$ cat src/hdl/sgoc_pkg.sv
`default_nettype none
package sgoc_pkg;
  localparam int unsigned CLK_HZ = 100_000_000;
  // Command pulse length and termination timeout in milliseconds
  localparam int unsigned PULSE_MS = 200;
  localparam int unsigned TERM_MS = 10_000;
  localparam longint unsigned PULSE_CYC = longint'(PULSE_MS) * CLK_HZ / 1000;
  localparam longint unsigned TERM_CYC = longint'(TERM_MS) * CLK_HZ / 1000;
  localparam logic [31:0] CNT_RESET = 32'h0000_0000;
  localparam logic [31:0] CNT_MAX = 32'hffff_ffff;

  typedef enum logic [1:0] {
    SGOC_WDBRK,
    SGOC_BRK,
    SGOC_DISC_MC,
    SGOC_DISC_GND
  } sgoc_obj_type;

  typedef enum logic [1:0] {
    SGOC_RDY_OFF,
    SGOC_RDY_HIGH,
    SGOC_RDY_LOW
  } sgoc_rdy_type;

  typedef enum logic [2:0] {
    SGOC_POS_BETWEEN,
    SGOC_POS_OPEN,
    SGOC_POS_CLOSED,
    SGOC_POS_FAULT,
    SGOC_POS_UNUSED
  } sgoc_pos_type;

  typedef struct packed {
    logic open_blocked;
    logic close_blocked;
    logic ready;
    logic sync_ok;
  } sgoc_aux_type;

  typedef struct packed {
    logic [31:0] open_ok;
    logic [31:0] close_ok;
    logic [31:0] open_fail;
    logic [31:0] close_fail;
  } sgoc_cnt_type;
endpackage : sgoc_pkg
`default_nettype wire
$ cat src/hdl/sgoc_object.sv
`default_nettype none
module sgoc_object #(
  parameter longint unsigned PULSE_CYCLES = sgoc_pkg::PULSE_CYC,
  parameter longint unsigned TERM_CYCLES = sgoc_pkg::TERM_CYC
) (
  input wire logic clock_i,
  input wire logic rst_i,
  input wire sgoc_pkg::sgoc_obj_type obj_type_i,
  input wire logic use_sync_i,
  input wire sgoc_pkg::sgoc_rdy_type use_ready_i,
  input wire logic open_in_i,
  input wire logic close_in_i,
  input wire logic cart_in_input_i,
  input wire logic cart_out_input_i,
  input wire logic ready_in_i,
  input wire logic sync_in_i,
  input wire logic open_req_i,
  input wire logic close_req_i,
  input wire logic clear_stats_i,
  output logic open_cmd_o,
  output logic close_cmd_o,
  output sgoc_pkg::sgoc_pos_type breaker_pos_o,
  output sgoc_pkg::sgoc_pos_type cart_pos_o,
  output sgoc_pkg::sgoc_aux_type aux_o,
  output sgoc_pkg::sgoc_cnt_type cnt_o,
  output logic clear_busy_o
);
  // ==========================================================
  // Input synchronisers
  // ==========================================================
  localparam int NIN = 6;
  logic [NIN-1:0] pin_raw;
  logic [NIN-1:0] s1, s2, s3, pin;
  assign pin_raw = {sync_in_i, ready_in_i, cart_out_input_i, cart_in_input_i,
                    close_in_i, open_in_i};
  genvar gi;
  generate
    for (gi = 0; gi < NIN; gi++) begin : g_sync
      always_ff @(posedge clock_i) begin
        if (rst_i) begin
          s1[gi] <= 1'b0;
          s2[gi] <= 1'b0;
          s3[gi] <= 1'b0;
          pin[gi] <= 1'b0;
        end else begin
          s1[gi] <= pin_raw[gi];
          s2[gi] <= s1[gi];
          s3[gi] <= s2[gi];
          if (s2[gi] == s3[gi]) begin
            pin[gi] <= s3[gi];
          end
        end
      end
    end
  endgenerate
  logic st_open, st_close, st_cin, st_cout, st_rdy, st_sync;
  assign {st_sync, st_rdy, st_cout, st_cin, st_close, st_open} = pin;

  // ==========================================================
  // Position decoding
  // ==========================================================
  sgoc_pkg::sgoc_pos_type next_brk, next_cart;
  always_comb begin
    unique case ({st_close, st_open})
      2'b00: next_brk = sgoc_pkg::SGOC_POS_BETWEEN;
      2'b01: next_brk = sgoc_pkg::SGOC_POS_OPEN;
      2'b10: next_brk = sgoc_pkg::SGOC_POS_CLOSED;
      2'b11: next_brk = sgoc_pkg::SGOC_POS_FAULT;
    endcase
    if (obj_type_i != sgoc_pkg::SGOC_WDBRK) begin
      next_cart = sgoc_pkg::SGOC_POS_UNUSED;
    end else begin
      unique case ({st_cout, st_cin})
        2'b00: next_cart = sgoc_pkg::SGOC_POS_BETWEEN;
        2'b01: next_cart = sgoc_pkg::SGOC_POS_CLOSED;
        2'b10: next_cart = sgoc_pkg::SGOC_POS_OPEN;
        2'b11: next_cart = sgoc_pkg::SGOC_POS_FAULT;
      endcase
    end
  end
  always_ff @(posedge clock_i) begin
    if (rst_i) begin
      breaker_pos_o <= sgoc_pkg::SGOC_POS_BETWEEN;
      cart_pos_o <= sgoc_pkg::SGOC_POS_UNUSED;
    end else begin
      breaker_pos_o <= next_brk;
      cart_pos_o <= next_cart;
    end
  end

  // ==========================================================
  // Close conditions and status flags
  // ==========================================================
  logic is_brk, can_ctrl, rdy_ok, sync_ok, close_ok;
  assign is_brk = (obj_type_i == sgoc_pkg::SGOC_WDBRK) || (obj_type_i == sgoc_pkg::SGOC_BRK);
  assign can_ctrl = (obj_type_i != sgoc_pkg::SGOC_DISC_GND);
  assign rdy_ok = !is_brk || (use_ready_i == sgoc_pkg::SGOC_RDY_OFF) ||
                  ((use_ready_i == sgoc_pkg::SGOC_RDY_HIGH) && st_rdy) ||
                  ((use_ready_i == sgoc_pkg::SGOC_RDY_LOW) && !st_rdy);
  assign sync_ok = !is_brk || !use_sync_i || st_sync;
  assign close_ok = can_ctrl && rdy_ok && sync_ok;
  always_ff @(posedge clock_i) begin
    if (rst_i) begin
      aux_o <= '0;
    end else begin
      aux_o.open_blocked <= !can_ctrl;
      aux_o.close_blocked <= !close_ok;
      aux_o.ready <= rdy_ok;
      aux_o.sync_ok <= sync_ok;
    end
  end

  // ==========================================================
  // Command sequencer
  // ==========================================================
  typedef enum logic [1:0] {SGOC_IDLE, SGOC_OPENING, SGOC_CLOSING} sgoc_state_type;
  sgoc_state_type state;
  logic [39:0] tmr;
  logic ev_open_ok, ev_close_ok, ev_open_fail, ev_close_fail;
  logic start_pos_open, start_pos_closed;
  logic reached, changed;
  assign reached = (state == SGOC_OPENING) ? (st_open && !st_close) : (st_close && !st_open);
  assign changed = (st_open != start_pos_open) || (st_close != start_pos_closed);
  always_ff @(posedge clock_i) begin
    if (rst_i) begin
      state <= SGOC_IDLE;
      tmr <= 40'h0;
      open_cmd_o <= 1'b0;
      close_cmd_o <= 1'b0;
      start_pos_open <= 1'b0;
      start_pos_closed <= 1'b0;
      ev_open_ok <= 1'b0;
      ev_close_ok <= 1'b0;
      ev_open_fail <= 1'b0;
      ev_close_fail <= 1'b0;
    end else begin
      ev_open_ok <= 1'b0;
      ev_close_ok <= 1'b0;
      ev_open_fail <= 1'b0;
      ev_close_fail <= 1'b0;
      unique case (state)
        SGOC_IDLE: begin
          tmr <= 40'h0;
          start_pos_open <= st_open;
          start_pos_closed <= st_close;
          if (open_req_i) begin
            if (can_ctrl) begin
              state <= SGOC_OPENING;
              open_cmd_o <= 1'b1;
            end else begin
              ev_open_fail <= 1'b1;
            end
          end else if (close_req_i) begin
            if (close_ok) begin
              state <= SGOC_CLOSING;
              close_cmd_o <= 1'b1;
            end else begin
              ev_close_fail <= 1'b1;
            end
          end
        end
        SGOC_OPENING, SGOC_CLOSING: begin
          tmr <= tmr + 40'h1;
          if (changed || tmr >= 40'(PULSE_CYCLES - 1)) begin
            open_cmd_o <= 1'b0;
            close_cmd_o <= 1'b0;
          end
          if (reached) begin
            state <= SGOC_IDLE;
            open_cmd_o <= 1'b0;
            close_cmd_o <= 1'b0;
            ev_open_ok <= (state == SGOC_OPENING);
            ev_close_ok <= (state == SGOC_CLOSING);
          end else if (tmr >= 40'(TERM_CYCLES - 1)) begin
            state <= SGOC_IDLE;
            open_cmd_o <= 1'b0;
            close_cmd_o <= 1'b0;
            ev_open_fail <= (state == SGOC_OPENING);
            ev_close_fail <= (state == SGOC_CLOSING);
          end
        end
        default: state <= SGOC_IDLE;
      endcase
    end
  end

  // ==========================================================
  // Request statistics
  // ==========================================================
  logic [3:0] ev;
  logic [31:0] cnt [4];
  assign ev = {ev_open_ok, ev_close_ok, ev_open_fail, ev_close_fail};
  generate
    for (gi = 0; gi < 4; gi++) begin : g_cnt
      always_ff @(posedge clock_i) begin
        if (rst_i || clear_stats_i) begin
          cnt[gi] <= sgoc_pkg::CNT_RESET;
        end else if (ev[gi] && cnt[gi] != sgoc_pkg::CNT_MAX) begin
          cnt[gi] <= cnt[gi] + 32'h1;
        end
      end
    end
  endgenerate
  always_ff @(posedge clock_i) begin
    if (rst_i) begin
      cnt_o <= '0;
      clear_busy_o <= 1'b0;
    end else begin
      cnt_o <= {cnt[3], cnt[2], cnt[1], cnt[0]};
      clear_busy_o <= clear_stats_i;
    end
  end
endmodule : sgoc_object
`default_nettype wire

$ cat config.mk
export PLATFORM = sky130hd
export DESIGN_NAME = sgoc_object
export DESIGN_NICKNAME = d
export VERILOG_FILES = /design/src/hdl/sgoc_pkg.sv /design/src/hdl/sgoc_object.sv
export SDC_FILE = /design/constraint.sdc
export NUM_CORES = 1
export LEC_CHECK = 0
export BUFFER_PORTS_ARGS = -buffer_cell sky130_fd_sc_hd__buf_2
export CAP_MARGIN = 15
export CORE_ASPECT_RATIO = 1.75
export CORE_MARGIN = 4
export CORE_UTILIZATION = 63
export CTS_CLUSTER_SIZE = 25
export DETAILED_ROUTE_END_ITERATION = 12
export PLACE_DENSITY = 0.85
export SKIP_LAST_GASP = 1
export SYNTH_ARGS = -nofsm -noshare
export SYNTH_HDL_FRONTEND = slang
export SYNTH_SLANG_ARGS = --single-unit
$ cat constraint.sdc
create_clock -name clock_i -period 8.8 [get_ports clock_i]
set_input_delay 1.76 -clock clock_i [delete_from_list [all_inputs] [get_ports clock_i]]
set_output_delay 1.76 -clock clock_i [all_outputs]
set_load 0.005 [all_outputs]
==> results of run 1 <==
-- per-layer routing --
metal,up-vias,GRT usage,part of all wire
li1,4729,-,-
met1,4616,0.2624,0.38
met2,286,0.4120,0.54
met3,79,0.02520,0.042
met4,0,0.09996,0.039
met5,-,0,0
-- synth_stat cells (all sizes together) (3+ instances only) --
cell,number,share of area
or3,5,0.0023
o31ai,3,0.0016
nor2,202,0.055
nand3,66,0.025
buf,16,0.0091
nor2b,155,0.070
dfxtp,212,0.31
o21ai,16,0.0058
or2,3,0.0014
mux2i,3,0.0022
xnor2,47,0.030
inv,18,0.0049
nand4,44,0.020
nor3b,3,0.0016
nand4b,3,0.0019
ha,9,0.0082
xor2,106,0.067
and3,27,0.012
and2,11,0.0050
nor3,21,0.0084
and4,20,0.013
or4,4,0.0024
nand3b,3,0.0025
nor4,20,0.010
clkbuf,39,0.011
a21oi,20,0.0072
nand2,91,0.025
edfxtp,128,0.28
-- worst max-delay path, stage by stage --
cell    delay (ns)
buf_4         0.68
buf_4         0.77
or3_1         0.91
nor2_1        0.14
-- final cells by class --
type                            count  area share
Clock buffer                       39     0.05266
Clock inverter                     13    0.006702
Inverter                           18    0.004308
Multi-Input combinational cell    903      0.3443
Sequential cell                   340      0.5157
Tap cell                          292     0.02330
Timing Repair Buffer              161     0.05298
-- power groups by stage --
stage | combinational (mW) | clock (mW) | sequential (mW)
CTS | 0.167 | 1.27 | 1.73
detailed placement | 0.165 | 0 | 1.77
floorplan | 0.107 | 0 | 1.76
finish | 0.165 | 1.24 | 1.73
global route | 0.184 | 1.33 | 1.74
global placement | 0.161 | 0 | 1.77
-- metrics by stage --
stage | std cells | hold WS [ns] | setup WS [ns] | total power, mW
global placement | 1713 | 0.4186 | 4.275 | 1.927
CTS | 1765 | 0.4477 | 4.720 | 3.169
detailed placement | 1713 | 0.4228 | 4.151 | 1.934
global route | 1766 | 0.4691 | 4.464 | 3.259
finish | 1766 | 0.4436 | 4.737 | 3.143
floorplan | 1316 | 0.4138 | 4.691 | 1.868
-- sequential cells by signal, indices dropped and copies added, names as in the netlist, 2 cells and up --
| register | cells |
|---|---|
| s2 | 6 |
| cnt_o | 128 |
| s1 | 6 |
| aux_o | 4 |
| breaker_pos_o | 2 |
| tmr | 40 |
| cnt | 128 |
| state | 2 |
| s3 | 6 |
| cart_pos_o | 3 |
-- cell families after synthesis --
family,count (synthesis)
other,1
adder cells (fa/ha/maj),9
AND/OR/NAND/NOR,685
XOR/XNOR,153
AO/OA/AOI/OAI,50
flip-flops,340
buffers and inverters,73
multiplexers,5
-- worst paths after layout --
path	start	end	slack, ns	depth (start not counted)
setup / recovery	rst_i	cnt[1][7]	4.74	4
hold / removal	s1[1]	s2[1]	0.44	1
setup reg to reg	cnt[3][5]	cnt[3][13]	5.64	6
hold reg to reg	s1[1]	s2[1]	0.44	1
-- cell usage in the layout, fill, tap and decap left out, drive strengths merged, types with 4 or more instances in the layout --
cell    instances
or3             5
nor2b         155
inv            21
edfxtp        128
nor2          202
and2           11
or4             4
a21oi          20
dfxtp         212
and4           20
nand2          91
clkinv          6
and3           27
xnor2          47
xor2          106
buf           161
clkbuf         39
ha              9
nand3          66
o21ai          16
nand4          44
nor3           21
nor4           20
==> results.toml, run 1 <==
[detailed_routing]
wl_per_cell_um = 15.62
viasPerCell = 5.498
wl_mm = 27.58
drc = 0
drtAntennaViolNets = 0
drt_iter0_drc = 610
via_count = 9710
dr.pass1.iters = 5

[final_layout]
regArea_sq_um = 8088
multi_input_area_sq_um = 5400
insertedDiodeCount = 0
final_util = 0.7265
drive_above_1_share = 0.1506
area_growth_pct = 13.54
finish.instance_area_sq_um = 15680
layout.nets = 1477
fillers = 1546

[floorplan]
initial_core_util = 0.6398
io_pins = 157
core.rowCount = 71
die_w_um = 119.9
fp.coreArea_sq_um = 21590
dieHeight_um = 203.9
die_area_sq_um = 24450

[placement]
place_area_sq_um = 14740
gp_congestion = 0.8504
port-buffer-count = 155
hpwl_mm = 18.81

[logic_synthesis]
yosysSeqAreaShare = 0.5856
async_flop_share = 0
syn_inst = 1316
synth-xor-area-share = 0.09702
yosysUniqueCellTypes = 56
ys.warnings.count = 0
synth_top_family_by_area = "simple AND/OR/NAND/NOR gates"
synth_edf_count = 128
synth_nets = 1341
synth_compound_area_frac = 0.02111
synth_seq_cells = 340
yosys.area_share.simple = 0.2595
synth_fa_ha_area_frac = 0.008153
synthFlopType = "dfxtp_1"
synthMuxAreaShare = 0.003805
syn_area_sq_um = 13810
syn_avg_cell_area_sq_um = 10.50

[cts]
clkSinkCount = 340
clk_latency_ns = 0.55
h-tree-depth = 1
clk_pin_slew_ns = 0.07
post_cts_buffers = 0
cts_buffer_depth = 3
postCtsHoldBufs = 0
cts_tree = "built"
cts-resized-gates = 0
numCtsBuffers = 28
cts-root-buf = "clkbuf_16"

[setup_path]
crit_required_ns = 9.05
worst-path-max-fanout = 94
endpoint_kind = "register"
start_kind = "input port"
criticalPathCategory = "input port to register"
cp.arrival_ns = 4.31

[sta]
min_period_ns = 4.063
hold_violations = 0
fin_tns_setup_ns = 0
fin_worst_skew_ns = 0.01120
setup-violations-final = 0
worstMarginPinSlew_ns = 1.127
finalMaxSlewViolations = 0
relSlewSlack = 0.2466
final.period_utilization = 0.4618
fmax_mhz = 246.1
rsz0062_at_grt = "false"

[global_route]
grt_pass1_vias = 9541
grt_pass1_wl_mm = 45.78
grt_usage = 0.2248
gr-total-overflow = 0
antenna_found_initial = 0
grt_max_degree = 95

[pwr]
powerDensity_nw_per_um2 = 200.4
power_frac_comb = 0.052
clkPwrFrac = 0.396
power.internal_mw = 2.447
peakVddDrop_mv = 0.1320
cellLeakagePower_nw = 6.044
p_sw_frac = 0.2214
p_sw_uw = 695.6
seqPwrFrac = 0.552

[run]
cap_violations = 0

[outcome]
status = "complete, no violations"

[worst_hold_path]
hold_class = "register to register"
(Power assumes the default switching activity.)
==> run 2: changes to the inputs <==
--- a/config.mk
+++ b/config.mk
@@ -9,10 +9,10 @@
 export CAP_MARGIN = 15
 export CORE_ASPECT_RATIO = 1.75
 export CORE_MARGIN = 4
-export CORE_UTILIZATION = 63
+export CORE_UTILIZATION = 53
 export CTS_CLUSTER_SIZE = 25
 export DETAILED_ROUTE_END_ITERATION = 12
-export PLACE_DENSITY = 0.85
+export PLACE_DENSITY = 0.76
 export SKIP_LAST_GASP = 1
 export SYNTH_ARGS = -nofsm -noshare
 export SYNTH_HDL_FRONTEND = slang
==> constraint.sdc (replaced) <==
create_clock -name clock_i -period 3.3 [get_ports clock_i]
set_input_delay 0.66 -clock clock_i [delete_from_list [all_inputs] [get_ports clock_i]]
set_output_delay 0.66 -clock clock_i [all_outputs]
set_load 0.005 [all_outputs]
==> run 2 against run 1 <==
- sequential cell count stayed put
- cell area is 1.4% higher
- non-clock buffer count is 11 higher
- clock power grew to 2.9 times the previous value
- count of clock-buffer cells in the layout is 4 lower
- combinational power grew to 2.7 times the previous value
- sequential share of layout area is 0.70 points lower
- die area is 18% higher
- critical path type is now register to register
- highest routed layer unchanged
==> results.toml, run 2 (same netlist as run 1, synthesis figures left out) <==
[placement]
gp_congestion = 0.8924
dp.cells = 1749
hpwl_mm = 19.74
place_area_sq_um = 14860
port-buffer-count = 155

[final_layout]
drive_above_1_share = 0.1639
area_growth_pct = 15.10
final_cell_mix = "212 x dfxtp_1, 202 x nor2_1, 155 x nor2b_1"
insertedDiodeCount = 0
stdcell_count = 1805
top_regs = "cnt (128), cnt_o (128), tmr (40)"
final_util = 0.6250
mostFrequentLayoutCell = "dfxtp_1"
layout.nets = 1490
finish.instance_area_sq_um = 15900

[sta]
final.period_utilization = 0.8518
hold_violations = 0
min_period_ns = 2.811
relSlewSlack = 0.4391
hold_ws_ns = 0.3060
finalMaxSlewViolations = 0
fin_tns_setup_ns = 0
fmax_mhz = 355.8
setup-violations-final = 0
rsz0062_at_grt = "false"
fin_worst_skew_ns = 0.01414
worstMarginPinSlew_ns = 0.8337

[detailed_routing]
drtAntennaViolNets = 0
drt_iter0_drc = 618
via_count = 9634
viasPerCell = 5.337
wl_mm = 27.99
drc = 0
wl_per_cell_um = 15.51
dr.pass1.iters = 5

[floorplan]
initial_core_util = 0.5430
fp.coreArea_sq_um = 25430
dieHeight_um = 221.6
die_w_um = 130.0
die_area_sq_um = 28810
core.rowCount = 77
io_pins = 157

[setup_path]
path_common_cell = "and4_1"
worst-path-max-fanout = 17
cpMaxStageDelayCell = "o21ai_2"
cp_slowest_stage_delay_ns = 0.66
crit_required_ns = 3.55
start_kind = "register"
endpoint_kind = "register"
criticalPathCategory = "register to register"
crit_chain = "and4_1 -> and4_1 -> and4_1 -> and4_1 -> o21ai_2 -> buf_4"
cp.arrival_ns = 3.07

[cts]
cts-resized-gates = 0
h-tree-depth = 1
clkSinkCount = 340
post_cts_buffers = 0
postCtsHoldBufs = 0
cts_tree = "built"
clk_pin_slew_ns = 0.07
cts_buffer_depth = 3
cts-root-buf = "clkbuf_16"
numCtsBuffers = 30
clk_latency_ns = 0.57

[pwr]
power.internal_mw = 6.717
p_sw_mw = 1.972
peakVddDrop_mv = 0.4709
clkPwrFrac = 0.416
powerDensity_nw_per_um2 = 546.5
p_sw_frac = 0.2269
power_frac_comb = 0.052
cellLeakagePower_nw = 6.157
seqPwrFrac = 0.532

[global_route]
antenna_found_initial = 0
grt_pass1_vias = 9561
grt_max_degree = 51
grt_usage = 0.1908
grt_pass1_wl_mm = 45.48
gr-total-overflow = 0

[run]
cap_violations = 0

[worst_hold_path]
hold_class = "input port to register"

[outcome]
status = "complete, no violations"
## run 2: routing by layer
| layer | wire (um) | vias up | global-route usage |
|---|---|---|---|
| li1 | - | 4757 | - |
| met1 | 10700 | 4593 | 0.2115 |
| met2 | 15220 | 227 | 0.3630 |
| met3 | 1229 | 57 | 0.02338 |
| met4 | 843 | 0 | 0.06745 |
| met5 | 0 | - | 0 |
## run 2: per-stage QoR
| stage | worst slack [ns] | total power, mW |
|---|---|---|
| after global routing | 0.2899 | 9.002 |
| after global placement | 0.6172 | 5.154 |
| final | 0.4891 | 8.688 |
| after floorplan | 0.1100 | 4.981 |
| after CTS | 0.4761 | 8.773 |
| after detailed placement | 0.4697 | 5.172 |
## run 2: layout make-up
type	count	area (sq um)
clock buffers	35	853.3
clock inverters	21	183.9
fillers	2129	9537
inverters	18	67.56
multi-input cells	903	5400
flip-flops and latches	340	8088
well taps	316	395.4
repair buffers	172	909.6
## run 2: critical path: cells and delay by family (launching register included)
family          cells  cell delay (ns)
compound gates      1             0.66
simple gates        4             0.98
buf+inv             1             0.38
flops               1             0.47
## run 2: power by group through the flow
stage | clock (mW) | sequential [mW] | combinational (mW)
finish | 3.61 | 4.62 | 0.453
global route | 3.85 | 4.64 | 0.510
CTS | 3.69 | 4.62 | 0.461
detailed placement | 0 | 4.72 | 0.457
global placement | 0 | 4.71 | 0.446
floorplan | 0 | 4.70 | 0.286
## run 2: path summary, 6_finish.rpt
check	start	to	slack, ns	cells past startpoint
setup reg to reg	cnt[0][20]	cnt[0][17]	0.49	6
setup / recovery	cnt[0][20]	cnt[0][17]	0.49	6
hold reg to reg	s1[1]	s2[1]	0.43	1
hold / removal	cart_out_input_i	s1[3]	0.31	2
